## config.mk

```make
export PLATFORM = sky130hd
export DESIGN_NAME = tbr_timebase_route
export DESIGN_NICKNAME = d
export VERILOG_FILES = /design/src/common/tbr_pkg.sv /design/src/rtl/tbr_ref_detect.sv /design/src/rtl/tbr_timebase_route.sv
export SDC_FILE = /design/constraint.sdc
export NUM_CORES = 1
export LEC_CHECK = 0
export BUFFER_PORTS_ARGS = -buffer_cell sky130_fd_sc_hd__buf_2
export CORE_MARGIN = 4
export CORE_UTILIZATION = 32
export DETAILED_ROUTE_END_ITERATION = 12
export GPL_TIMING_DRIVEN = 0
export SLEW_MARGIN = 10
export SYNTH_ARGS = -nofsm -noshare
export SYNTH_HDL_FRONTEND = slang
export SYNTH_HIERARCHICAL = 1
export SYNTH_SLANG_ARGS = --single-unit
```

## constraint.sdc

```tcl
create_clock -name mclk -period 3 [get_ports mclk]
set_clock_uncertainty 0.05 [all_clocks]
set_input_delay 0.15 -clock mclk [delete_from_list [all_inputs] [get_ports mclk]]
set_output_delay 0.15 -clock mclk [all_outputs]
set_load 0.01 [all_outputs]
```

## src/common/tbr_pkg.sv

```systemverilog
// timebase routing package: offsets, fields, reset values, counts
// assumes a 10 MHz mclk and a 32-bit classic wishbone slave port
package tbr_pkg;
  localparam int MCLK_HZ = 10000000;
  // backplane reference is judged absent after this long without an edge
  localparam int BP_ABSENT_NS = 2000;
  localparam int BP_ABSENT_CYC =
    (BP_ABSENT_NS * (MCLK_HZ / 1000000) + 999) / 1000;
  localparam int CNT_W = 8;
  localparam logic [CNT_W-1:0] BP_ABSENT_CNT = CNT_W'(BP_ABSENT_CYC);

  localparam logic [3:0] ADR_CTRL = 4'h0;
  localparam logic [3:0] ADR_STAT = 4'h4;

  localparam int CTRL_DRIVE_BIT = 0;
  localparam int CTRL_LOCK_BIT = 1;
  localparam int CTRL_BPVAR_BIT = 2;

  localparam int STAT_PRESENT_BIT = 0;
  localparam int STAT_LOCKED_BIT = 1;
  localparam int STAT_DRIVING_BIT = 2;
  localparam int STAT_STAR_BIT = 3;
  localparam int STAT_SHARED_BIT = 4;

  typedef struct packed {
    logic bpVariant;
    logic lockEnable;
    logic driveBusClk;
  } tbr_ctrl_t;

  localparam tbr_ctrl_t CTRL_RESET = '{bpVariant: 1'b0,
    lockEnable: 1'b1, driveBusClk: 1'b0};

  typedef struct packed {
    logic sharedRef;
    logic starTrig;
    logic driving;
    logic lockActive;
    logic refPresent;
  } tbr_stat_t;

  // working timebase selection; only the crystal is ever selected
  typedef enum logic {TB_CRYSTAL, TB_SHARED} tbr_tbsel_t;

  localparam int SYNC_W = 4;
  localparam int SY_BP = 0;
  localparam int SY_MID = 1;
  localparam int SY_T7 = 2;
  localparam int SY_T6 = 3;
endpackage : tbr_pkg

```

## src/rtl/tbr_ref_detect.sv

```systemverilog
// backplane reference presence detector
// assumes refLvl is already synchronised to mclk
`timescale 1ns/1ps
`default_nettype none
module tbr_ref_detect
  import tbr_pkg::*;
(
  input wire logic mclk,
  input wire logic arst_n,
  input wire logic refLvl,
  output logic present
);
  logic prev_q;
  logic present_q;
  logic [CNT_W-1:0] cnt_q;
  logic [CNT_W-1:0] cnt_d;
  wire refEdge = refLvl ^ prev_q;
  wire expired = (cnt_q == BP_ABSENT_CNT);

  // count saturates so a stopped clock keeps the flag low
  assign cnt_d = refEdge ? '0 : (expired ? cnt_q : cnt_q + 1'b1);

  always_ff @(posedge mclk or negedge arst_n)
  begin
    if (!arst_n)
    begin
      prev_q <= 1'b0;
      cnt_q <= BP_ABSENT_CNT;
      present_q <= 1'b0;
    end
    else
    begin
      prev_q <= refLvl;
      cnt_q <= cnt_d;
      present_q <= refEdge | (present_q & ~expired);
    end
  end
  assign present = present_q;

  a_edge_sets_present: assert property (@(posedge mclk)
    disable iff (!arst_n) refEdge |=> present_q)
    else $error("edge did not mark reference present");
  a_quiet_clears: assert property (@(posedge mclk)
    disable iff (!arst_n) expired && !refEdge |=> !present_q)
    else $error("quiet window did not clear present");
endmodule : tbr_ref_detect
`default_nettype wire

```

## src/rtl/tbr_timebase_route.sv

```systemverilog
// timebase routing and bus clock control with wishbone registers
// assumes pins come from outside mclk and are synchronised here
// How it works
// - working timebase always from onboard crystal
// - drive mid-rate reference onto line 7
// - top-rate reference never reaches the bus
// - line 7 undriven after reset
// - backplane variant uses line 7 both ways
// - backplane variant locks top rate to reference
// - lock enabled at reset, software may clear
// - absent reference forces lock off
// - backplane variant treats line 6 as star
`timescale 1ns/1ps
`default_nettype none
module tbr_timebase_route
  import tbr_pkg::*;
(
  input wire logic mclk,
  input wire logic arst_n,
  input wire logic wb_cyc_i,
  input wire logic wb_stb_i,
  input wire logic wb_we_i,
  input wire logic [3:0] wb_adr_i,
  input wire logic [3:0] wb_sel_i,
  input wire logic [31:0] wb_dat_i,
  output logic [31:0] wb_dat_o,
  output logic wb_ack_o,
  input wire logic bpRefClk,
  input wire logic midRateRefClk,
  input wire logic trig7In,
  output logic trig7Out,
  output logic trig7Oe,
  input wire logic trig6In,
  output logic starTrig,
  output logic sharedRefClkIn,
  output logic pllRefClk,
  output logic pllLockEn,
  output logic workingTbSel
);
  logic [SYNC_W-1:0] syncA_q;
  logic [SYNC_W-1:0] syncB_q;
  tbr_ctrl_t ctrl_q;
  tbr_ctrl_t ctrl_d;
  tbr_stat_t stat;
  logic ack_q;
  logic [31:0] rdat_q;
  logic t7Out_q;
  logic t7Oe_q;
  logic star_q;
  logic shared_q;
  logic pllRef_q;
  logic lockEn_q;
  tbr_tbsel_t tbSel_q;
  logic refPresent;

  // two-flop synchronisers for every pin input
  wire [SYNC_W-1:0] pinsIn = {trig6In, trig7In, midRateRefClk, bpRefClk};

  always_ff @(posedge mclk or negedge arst_n)
  begin
    if (!arst_n)
    begin
      syncA_q <= '0;
      syncB_q <= '0;
    end
    else
    begin
      syncA_q <= pinsIn;
      syncB_q <= syncA_q;
    end
  end

  tbr_ref_detect u_detect (
    .mclk(mclk),
    .arst_n(arst_n),
    .refLvl(syncB_q[SY_BP]),
    .present(refPresent)
  );

  // wishbone decode
  wire wbReq = wb_cyc_i & wb_stb_i & ~ack_q;
  wire hitCtrl = (wb_adr_i == ADR_CTRL);
  wire hitStat = (wb_adr_i == ADR_STAT);
  wire wrCtrl = wbReq & wb_we_i & hitCtrl & wb_sel_i[0];

  always_comb
  begin
    ctrl_d = ctrl_q;
    if (wrCtrl)
    begin
      ctrl_d.driveBusClk = wb_dat_i[CTRL_DRIVE_BIT];
      ctrl_d.lockEnable = wb_dat_i[CTRL_LOCK_BIT];
      ctrl_d.bpVariant = wb_dat_i[CTRL_BPVAR_BIT];
    end
  end

  // one driver for the whole status word
  assign stat = '{sharedRef: shared_q, starTrig: star_q,
                  driving: t7Oe_q, lockActive: lockEn_q,
                  refPresent: refPresent};

  // unmapped offsets answer with zero data
  wire [31:0] rdSel = hitCtrl ? {29'h0, ctrl_q} :
                      hitStat ? {27'h0, stat} : 32'h0;

  // lock only in the backplane variant, with software and clock agreeing
  wire lockWant = ctrl_q.bpVariant & ctrl_q.lockEnable
                  & refPresent;

  // only the mid-rate reference is ever a source for the bus line
  wire t7Drive = ctrl_q.driveBusClk;

  always_ff @(posedge mclk or negedge arst_n)
  begin
    if (!arst_n)
    begin
      ctrl_q <= CTRL_RESET;
      ack_q <= 1'b0;
      rdat_q <= 32'h0;
    end
    else
    begin
      ctrl_q <= ctrl_d;
      ack_q <= wbReq;
      rdat_q <= wbReq ? rdSel : 32'h0;
    end
  end

  always_ff @(posedge mclk or negedge arst_n)
  begin
    if (!arst_n)
    begin
      t7Oe_q <= 1'b0;
      t7Out_q <= 1'b0;
      lockEn_q <= 1'b0;
      pllRef_q <= 1'b0;
    end
    else
    begin
      t7Oe_q <= t7Drive;
      t7Out_q <= t7Drive & syncB_q[SY_MID];
      lockEn_q <= lockWant;
      pllRef_q <= ctrl_q.bpVariant & syncB_q[SY_BP];
    end
  end

  always_ff @(posedge mclk or negedge arst_n)
  begin
    if (!arst_n)
    begin
      star_q <= 1'b0;
      shared_q <= 1'b0;
      tbSel_q <= TB_CRYSTAL;
    end
    else
    begin
      star_q <= ctrl_q.bpVariant & syncB_q[SY_T6];
      // our own drive on line 7 is not taken as a shared reference
      shared_q <= ~t7Oe_q & syncB_q[SY_T7];
      tbSel_q <= TB_CRYSTAL;
    end
  end

  assign wb_ack_o = ack_q;
  assign wb_dat_o = rdat_q;
  assign trig7Out = t7Out_q;
  assign trig7Oe = t7Oe_q;
  assign starTrig = star_q;
  assign sharedRefClkIn = shared_q;
  assign pllRefClk = pllRef_q;
  assign pllLockEn = lockEn_q;
  assign workingTbSel = tbSel_q;

  a_crystal_always: assert property (@(posedge mclk)
    disable iff (!arst_n) tbSel_q == TB_CRYSTAL)
    else $error("working timebase left the crystal");
  a_drive_follows: assert property (@(posedge mclk)
    disable iff (!arst_n)
    wrCtrl && wb_dat_i[CTRL_DRIVE_BIT] |=> ##1 trig7Oe)
    else $error("line 7 not driven after enable");
  a_mid_only: assert property (@(posedge mclk)
    disable iff (!arst_n)
    trig7Oe |-> trig7Out == $past(syncB_q[SY_MID]))
    else $error("line 7 carries something other than mid rate");
  a_quiet_out: assert property (@(posedge mclk)
    disable iff (!arst_n) !trig7Oe |-> !trig7Out)
    else $error("line 7 data toggles while undriven");
  a_no_self_rx: assert property (@(posedge mclk)
    disable iff (!arst_n) $past(t7Oe_q) |-> !sharedRefClkIn)
    else $error("own drive seen as shared reference");
  a_lock_needs_ref: assert property (@(posedge mclk)
    disable iff (!arst_n) pllLockEn |-> $past(refPresent))
    else $error("lock on without backplane reference");
  a_lock_sw_off: assert property (@(posedge mclk)
    disable iff (!arst_n)
    wrCtrl && !wb_dat_i[CTRL_LOCK_BIT] |=> ##1 !pllLockEn)
    else $error("lock stayed on after software clear");
  a_lock_on: assert property (@(posedge mclk)
    disable iff (!arst_n)
    ctrl_q.bpVariant && ctrl_q.lockEnable && refPresent
    |=> pllLockEn)
    else $error("lock off though all conditions hold");
  a_star_gated: assert property (@(posedge mclk)
    disable iff (!arst_n)
    !$past(ctrl_q.bpVariant) |-> !starTrig)
    else $error("star trigger active outside backplane variant");
  a_ack_single: assert property (@(posedge mclk)
    disable iff (!arst_n) wb_ack_o |=> !wb_ack_o)
    else $error("ack held longer than one cycle");

  c_drive_on: cover property (@(posedge mclk)
    disable iff (!arst_n) $rose(trig7Oe));
  c_lock_on: cover property (@(posedge mclk)
    disable iff (!arst_n) $rose(pllLockEn));
  c_ref_lost: cover property (@(posedge mclk)
    disable iff (!arst_n) $fell(refPresent) && ctrl_q.lockEnable);
endmodule : tbr_timebase_route
`default_nettype wire

```

# --- Yosys cells after proc, flatten, opt, wreduce, memory -nomap -nowiden ---
# Index checks and enable logic that the tools add are counted.
totals:
  ff_bits: 33
  latch_bits: 0
  ramBits: 0
  rom_bits: 0
  in_bits: 49
  output_inout_bits: 40
  wordCells: 43
  memories: 0
op_classes:
  add_sub_neg: 1
  multipliers: 0
  div: 0
  n_lt_le_gt_ge: 0
  n_eq_ne: 3
  shifts: 0
  n_mux: 5
  bitwise: 17
  n_reduce_logical: 1
ops:
  columns: ["cell", "count"]
  rows:
  - ["$mux W8", 2]
  - ["$mux W5", 3]
  - ["$and A1 B1 Y1", 12]
  - ["$add A8 B1 Y8 const B", 1]
  - ["$eq A8 B5 Y1 const B", 1]
  - ["$eq A4 B3 Y1 const B", 1]
  - ["$logic_not A4 Y1", 1]
  - ["$not A1 Y1", 3]
  - ["$ne A2 B1 Y1 const B", 1]
  - ["$or A1 B1 Y1", 1]
  - ["$xor A1 B1 Y1", 1]

# --- Longest topological paths before layout ---
# Gate-level depths: netlist (run 1).
logic_depth:
  ltp_word: 5
  depth_mapped: 5
  depth_no_buf: 5

# --- By module ---
# The synthesis (run 1) kept the hierarchy.
modules_own_cells:
  columns: ["mod", "n_inst", "cells_each", "area_each_um2", "seq_area_each_um2"]
  rows:
  - ["tbr_timebase_route", 1, 76, 970.9, 576.8]
  - ["tbr_ref_detect", 1, 51, 524.3, 252.7]

# --- Worst setup path after synthesis (run 1) ---
# Ideal clock, no wire load.
synth_timing:
  path_kind: "register to register"
  from: "reg ack_q, in the netlist wb_ack_o"
  to: "reg ctrl_q[2] in the netlist's numbering"
  setup_ns: 0.125
  t_arrival_ns: 1.318
  t_required_ns: 2.825
  path_slack_ns: 1.507
  path_stages_with_launch: 4
  n_path_buf: 0
  synth_period_minus_slack_ns: 1.493
  path_cell_list: "dfrtp_1 > nand3b_1 > nor4_4 > mux2_2"
synth_via:
  elab_chain_len: 5
synth_lines:
  columns: ["item", "line", "text"]
  rows:
  - ["from (decl)", "tbr_timebase_route.sv:45", "logic ack_q;"]
  - ["from (signal assigned)", "tbr_timebase_route.sv:124", "ack_q <= wbReq;"]
  - ["$not A1 Y1", "tbr_timebase_route.sv:81", "wire wbReq = wb_cyc_i & wb_stb_i & ~ack_q;"]
  - ["$and A1 B1 Y1", "tbr_timebase_route.sv:81", null]
  - ["$and A1 B1 Y1 (3 in series)", "tbr_timebase_route.sv:84", "wire wrCtrl = wbReq & wb_we_i & hitCtrl & wb_sel_i[0];"]
  - ["to (signal assigned)", "tbr_timebase_route.sv:123", "ctrl_q <= ctrl_d;"]
  - ["to (decl)", "tbr_timebase_route.sv:42", "tbr_ctrl_t ctrl_q;"]
# Every way passes these cells.
# A chain may end at the register's enable or synchronous reset.

# --- Worst setup path in the final report (run 1) ---
# Same ends and word-level chain as after synthesis.

==> metrics.txt, run 1 <==
Worst Setup Start Kind flip-flop; Max Buffers Root-to-Sink 2; DR vias 1,018; Cells after Synth 127; fmax 642 MHz; Rows 24; Slew headroom 0.530; status completed; Die Area 5830 sq um; met3 Usage GRT 0.0437; Max Slew Vio Count 0; P&R area growth vs syn 29.3%; worst-skew pair later-pin latency 0.28 ns; Core ar. 4440 sq um; synth warn 6; Die X 76.4 um; Clock Sinks 33; FF+latch count, synth 33; pwr/cell area 474 nW/um^2; Critical Path AT 1.67 ns; CP max FO 4; IO Port Bufs 27; worst slew pin tran 0.705 ns; CTS tree done; Initial Utilization 0.336; fin cells 246; CTS buffer count 5; post-synthesis sequential area ratio 0.555; DRT Pass-1 Iters 4; terminus of the critical flop-to-flop path ctrl_q[2]$_DFFE_PN0P_; endpoints failing hold 0; hold path start wb_dat_i[2]; register-to-register setup slack 1.44 ns; Avg WL per Cell 10.4 um; final WL 2560 um; remaining routing DRC violations 0; Filler Cell Count 434; Final Power 0.917 mW; Max-cap violations 0; Vias/cell 4.14; first-pass GRT wire length 4340 um; Register-to-Register Path Depth 3; Die Y 76.4 um; largest net degree at the start of global routing 34; RSZ-0062 raised after global routing false; worst hold slack 0.0599 ns; Crit Path Category reg2reg; clk slew on worst S/H paths 0.07 ns; Top Ports 89; Congestion Overflow GR 0; hold path endpoint ctrl_q[2]$_DFFE_PN0P_; Avg Inst Size Synth 11.8 sq um; HPWL after detailed placement 1960 um; Final Wtd Congestion 0.792; number of cells after detailed placement 233; Finish-stage setup viols 0; Netlist Area Pre-Place 1500 sq um; CP endpoint kind flip-flop; Tcrit/Tclk final 0.519; H-tree levels 2; Leak 1.02 nW; initial antenna violation count 0; vias in the first global route 955; n_diodes 0; met2 Use GR 0.149; postcts setup bufs 0; GRT met1 Usage 0.103; library cells used by synthesis 34; Fin Setup TNS 0 ns; CTS root buf clkbuf_8; post-layout minimum cycle time 1.56 ns; global-route usage over all layers 0.0932; peak supply drop 0.224 mV; GRT Max-Usage Layer met2; share of cells above drive strength 1 0.392; Nets 244; Req. time, crit path 3.11 ns; hold path cells 2; FF-to-FF Start wb_ack_o$_DFF_PN0_; ANT nets after route 0; DRT iter0 DRCs 31; Min-Delay Path Class in2reg
==> critical path: stages (launching register included) <==
cell and delay (ns):
dfrtp_1 0.37, nand3b_1 0.25, nor4_4 0.40, mux2_2 0.38
==> through the flow <==
step / cell area [sq um] / utilization / worst slack (ns)
2_1_floorplan: 1600 / - / 1.51
3_3_place_gp: 1800 / 0.404 / 1.46
3_5_place_dp: 1800 / 0.404 / 1.46
4_1_cts: 1930 / 0.435 / 1.42
5_1_grt: 1930 / 0.435 / 1.35
6_report: 1930 / 0.435 / 1.44
==> timing repair <==
item | in CTS | in global routing
hold buffers | 5 | 0
endpoints found under the hold margin | 34 | 0
gates resized for setup | 0 | 0
==> power by group <==
group	switching (mW)	internal, mW	leakage [nW]
clock network	0.158	0.160	0.0439
registers	0.0171	0.467	0.417
logic	0.0591	0.0565	0.555
==> flip-flops by register name, summed over array words and instances (netlist names) <==
register          flops
syncA_q               4
u_detect/prev_q       1
trig7Out              1
starTrig              1
trig7Oe               1
pllRefClk             1
syncB_q               4
u_detect/cnt_q        8
wb_ack_o              1
ctrl_q                2
t7Drive               1
wb_dat_o              5
sharedRefClkIn        1
pllLockEn             1
u_detect/present      1
==> Yosys cell counts <==
cell type,instances,area share
a21oi_1,4,0.013
a31oi_1,1,0.0042
and2_1,3,0.013
and3_1,4,0.017
and3b_1,1,0.0059
buf_4,28,0.14
clkbuf_1,1,0.0025
conb_1,1,0.0025
dfrtp_1,30,0.50
dfstp_2,3,0.053
ha_1,2,0.017
inv_1,4,0.010
mux2_2,3,0.023
mux2i_1,3,0.020
nand2_1,6,0.015
nand3_1,4,0.013
nand3_2,1,0.0067
nand3b_1,2,0.010
nor2_1,5,0.013
nor2b_1,1,0.0042
nor3_1,1,0.0033
nor3_2,1,0.0067
nor4_4,1,0.014
nor4b_2,1,0.010
o21ai_0,3,0.010
o21ai_1,2,0.0067
o311ai_1,1,0.0059
o41ai_1,1,0.0059
or2_2,1,0.0042
or3_1,2,0.0084
or3_4,1,0.0075
or4b_4,1,0.0092
xnor2_1,2,0.012
xor2_1,2,0.012
==> cell families after synthesis <==
logic type / Yosys count / synth area share
other: 1 / 0.00251
and+or+nand+nor: 36 / 0.161
DFF: 33 / 0.555
buffers and inverters: 33 / 0.153
muxes: 6 / 0.0427
xor gates and xnor gates: 4 / 0.0234
AOI/OAI and AO/OA: 12 / 0.0460
adders and majority gates: 2 / 0.0167
==> layout by cell type, fill, tap and decap left out, types with 2 or more instances in the layout <==
master,synthesis,layout
a21oi_1,4,4
and2_1,3,3
and3_1,4,4
buf_2,0,27
buf_4,28,28
clkbuf_8,0,5
clkinv_2,0,2
conb_1,1,28
dfrtp_1,30,30
dfstp_2,3,3
dlygate4sd3_1,0,5
ha_1,2,2
inv_1,4,4
mux2_2,3,3
mux2i_1,3,3
nand2_1,6,6
nand3_1,4,4
nand3b_1,2,2
nor2_1,5,5
o21ai_0,3,3
o21ai_1,2,2
or3_1,2,2
xnor2_1,2,2
xor2_1,2,2
==> cell type report <==
cell class / instances / area, sq um / area share
Sequential cell: 33 / 830 / 0.429
Clock inverter: 3 / 17.5 / 0.00906
Timing Repair Buffer: 32 / 185 / 0.0958
Multi-Input combinational cell: 88 / 538 / 0.278
Inverter: 4 / 15.0 / 0.00777
Clock buffer: 5 / 68.8 / 0.0356
Tap cell: 52 / 65.1 / 0.0337
Buffer: 29 / 214 / 0.111
==> routing by layer <==
layer	vias to the layer above	routed length (um)	share of wire
met5	-	0	0
met4	0	34	0.013
met3	4	251	0.098
met2	41	1210	0.47
met1	473	1060	0.41
li1	500	-	-
==> worst max path at each step <==
stage	end	startpoint	slack, ns
after floorplan	ctrl_q[2]$_DFFE_PN0P_	wb_ack_o$_DFF_PN0_	1.51
after global placement	t7Drive$_DFFE_PN0P_	wb_ack_o$_DFF_PN0_	1.46
after detailed placement	t7Drive$_DFFE_PN0P_	wb_ack_o$_DFF_PN0_	1.46
after CTS	ctrl_q[2]$_DFFE_PN0P_	wb_ack_o$_DFF_PN0_	1.42
after global routing	ctrl_q[2]$_DFFE_PN0P_	wb_ack_o$_DFF_PN0_	1.35
final	ctrl_q[2]$_DFFE_PN0P_	wb_ack_o$_DFF_PN0_	1.44
No activity file was read; power rests on OpenSTA's default activity.
==> run 2, diff against run 1 <==
- clock period: 3 -> 1.4 ns (I/O delays scaled with it)
==> metrics.txt, run 2 (synthesis results as in run 1) <==
Filler Cell Count 404 (was 434); failing checks negative setup slack; CP endpoint kind flip-flop (unchanged); Max Slew Vio Count 0 (unchanged); CTS tree done (unchanged); initial antenna violation count 0 (unchanged); Clk pwr share 0.407 (was 0.346); Nets 252 (was 244); share of cells above drive strength 1 0.421 (was 0.392); Tcrit/Tclk final 1.04 (was 0.519); P&R area growth vs syn 39.7% (was 29.3%); Avg WL per Cell 10.8 um (was 10.4 um); Min-Delay Path Class in2reg (unchanged); DRT iter0 DRCs 19 (was 31); Die X 76.4 um (unchanged); Initial Utilization 0.336 (unchanged); largest net degree at the start of global routing 34 (unchanged); commonest non-fill, non-tap cell in the layout buf_4 (was dfrtp_1); Reg with most FFs u_detect/cnt_q (unchanged); post-layout minimum cycle time 1.45 ns (was 1.56 ns); IO Port Bufs 27 (unchanged); clk slew on worst S/H paths 0.07 ns (about the same); final core occ 0.470 (was 0.435); vias in the first global route 997 (was 955); DR vias 1,050 (was 1,018); Req. time, crit path 1.52 ns (was 3.11 ns); Sequential Power Share 0.468 (was 0.528); n_diodes 0 (unchanged); Rows 24 (unchanged); CP max FO 3 (was 4); Slew headroom 0.530 (about the same); Critical Path AT 1.57 ns (was 1.67 ns); pwr/cell area 1070 nW/um^2 (was 474 nW/um^2); most frequent cells in the layout buf_4 (33), dfrtp_1 (30), conb_1 (28) (was dfrtp_1 (30), buf_4 (28), conb_1 (28)); HPWL after detailed placement 1890 um (was 1960 um); Final Wtd Congestion 0.801 (was 0.792); CTS buffer count 5 (unchanged); fmax 688 MHz (was 642 MHz); max reg flops 8 (unchanged); final WL 2750 um (was 2560 um); Die Area 5830 sq um (unchanged); ANT nets after route 0 (unchanged); Fin Setup TNS -0.228 ns (was 0 ns); DRT Pass-1 Iters 4 (unchanged); Worst Setup Start Kind flip-flop (unchanged); Leak 1.09 nW (was 1.02 nW); Crit Path Category reg2reg (unchanged); peak supply drop 0.416 mV (was 0.224 mV); worst path cell trace nand3b_1 -> nor4_4 -> buf_4 -> mux2_4 (was nand3b_1 -> nor4_4 -> mux2_2); NetSw 0.511 mW (was 0.234 mW); endpoints failing hold 0 (unchanged); RSZ-0062 raised after global routing true (was false); Max-cap violations 0 (unchanged); setup ws final -0.0543 ns (was 1.44 ns); max incr delay on CP 0.37 ns (was 0.40 ns); Crit-path slowest cell dfrtp_1 (was nor4_4); Congestion Overflow GR 0 (unchanged); Top Ports 89 (unchanged); CTS root buf clkbuf_8 (unchanged); Finish-stage setup viols 7 (was 0); H-tree levels 2 (unchanged); Sw Ratio 0.229 (was 0.255); Combinational Power Share 0.124 (was 0.126); Int Power 1.72 mW (was 0.683 mW); status finished with violations (was completed); Clock Sinks 33 (unchanged); global-route usage over all layers 0.0981 (was 0.0932); first-pass GRT wire length 4590 um (was 4340 um); worst-skew pair later-pin latency 0.28 ns (about the same); Max Buffers Root-to-Sink 2 (unchanged); remaining routing DRC violations 0 (unchanged); Core ar. 4440 sq um (unchanged); Vias/cell 4.13 (was 4.14); worst slew pin tran 0.705 ns (about the same); Die Y 76.4 um (unchanged)
## run 2: worst paths after layout
| path | slack, ns | cells past startpoint | end | start |
|---|---|---|---|---|
| worst max-delay path | -0.05 | 4 | ctrl_q[2]$_DFFE_PN0P_ | wb_ack_o$_DFF_PN0_ |
| worst min-delay path | 0.14 | 4 | wb_dat_o[0]$_DFF_PN0_ | wb_adr_i[0] |
| worst max register to register | -0.05 | 4 | ctrl_q[2]$_DFFE_PN0P_ | wb_ack_o$_DFF_PN0_ |
| worst min register to register | 0.30 | 0 | syncB_q[2]$_DFF_PN0_ | syncA_q[2]$_DFF_PN0_ |
| max in group asynchronous | 0.52 | 2 | u_detect/cnt_q[7]$_DFFE_PN0P_ | arst_n |
| min in group asynchronous | 0.32 | 2 | wb_dat_o[0]$_DFF_PN0_ | arst_n |
## run 2: layout make-up
class                      count  area [sq um]  share of cell area
timing repair buffer          40           253               0.121
clock buffer                   7          86.3              0.0413
sequential                    33           830               0.397
clock inverter                 1          30.0              0.0144
tap                           52          65.1              0.0312
multi-input combinational     88           596               0.285
inverter                       4          15.0             0.00719
buffer                        29           214               0.102
## run 2: critical path, delay by kind of cell (launching register included)
family,cells,cell delay (ns)
AND/OR/NAND/NOR,2,0.45
buffers and inverters,1,0.18
flip-flops,1,0.37
multiplexers,1,0.30
## run 2: stage by stage
step | power [mW] | area, sq um | hold slack [ns] | instances | setup slack (ns)
floorplan | 1.22 | 1600 | -0.276 | 154 | -0.0489
global placement | 1.29 | 1800 | 0.120 | 233 | -0.0906
detailed placement | 1.29 | 1800 | 0.120 | 233 | -0.109
CTS | 2.24 | 2020 | 0.134 | 251 | -0.0877
global route | 2.34 | 2090 | 0.147 | 254 | -0.111
finish | 2.23 | 2090 | 0.145 | 254 | -0.0543
## run 2: what timing repair did
action | in CTS | in global routing
gates resized for setup | 3 | 7
hold buffers | 8 | 0
pin swaps | 6 | 1
buffers inserted | 2 | 3
endpoints found under the hold margin | 37 | 0
setup endpoints to repair | 6 | 11
## run 2: power by group through the flow
stage	sequential [mW]	clock, mW	combinational, mW
finish	1.05	0.910	0.278
global route	1.05	0.979	0.316
CTS	1.04	0.941	0.258
detailed placement	1.05	0	0.235
global placement	1.05	0	0.233
floorplan	1.05	0	0.166
## run 2: routing by layer
layer	share of wire	global-route usage	routed length, um
met2	0.46	0.149	1260
met5	0	0	0
met4	0.020	0.0471	55
met1	0.43	0.116	1170
met3	0.093	0.0473	255
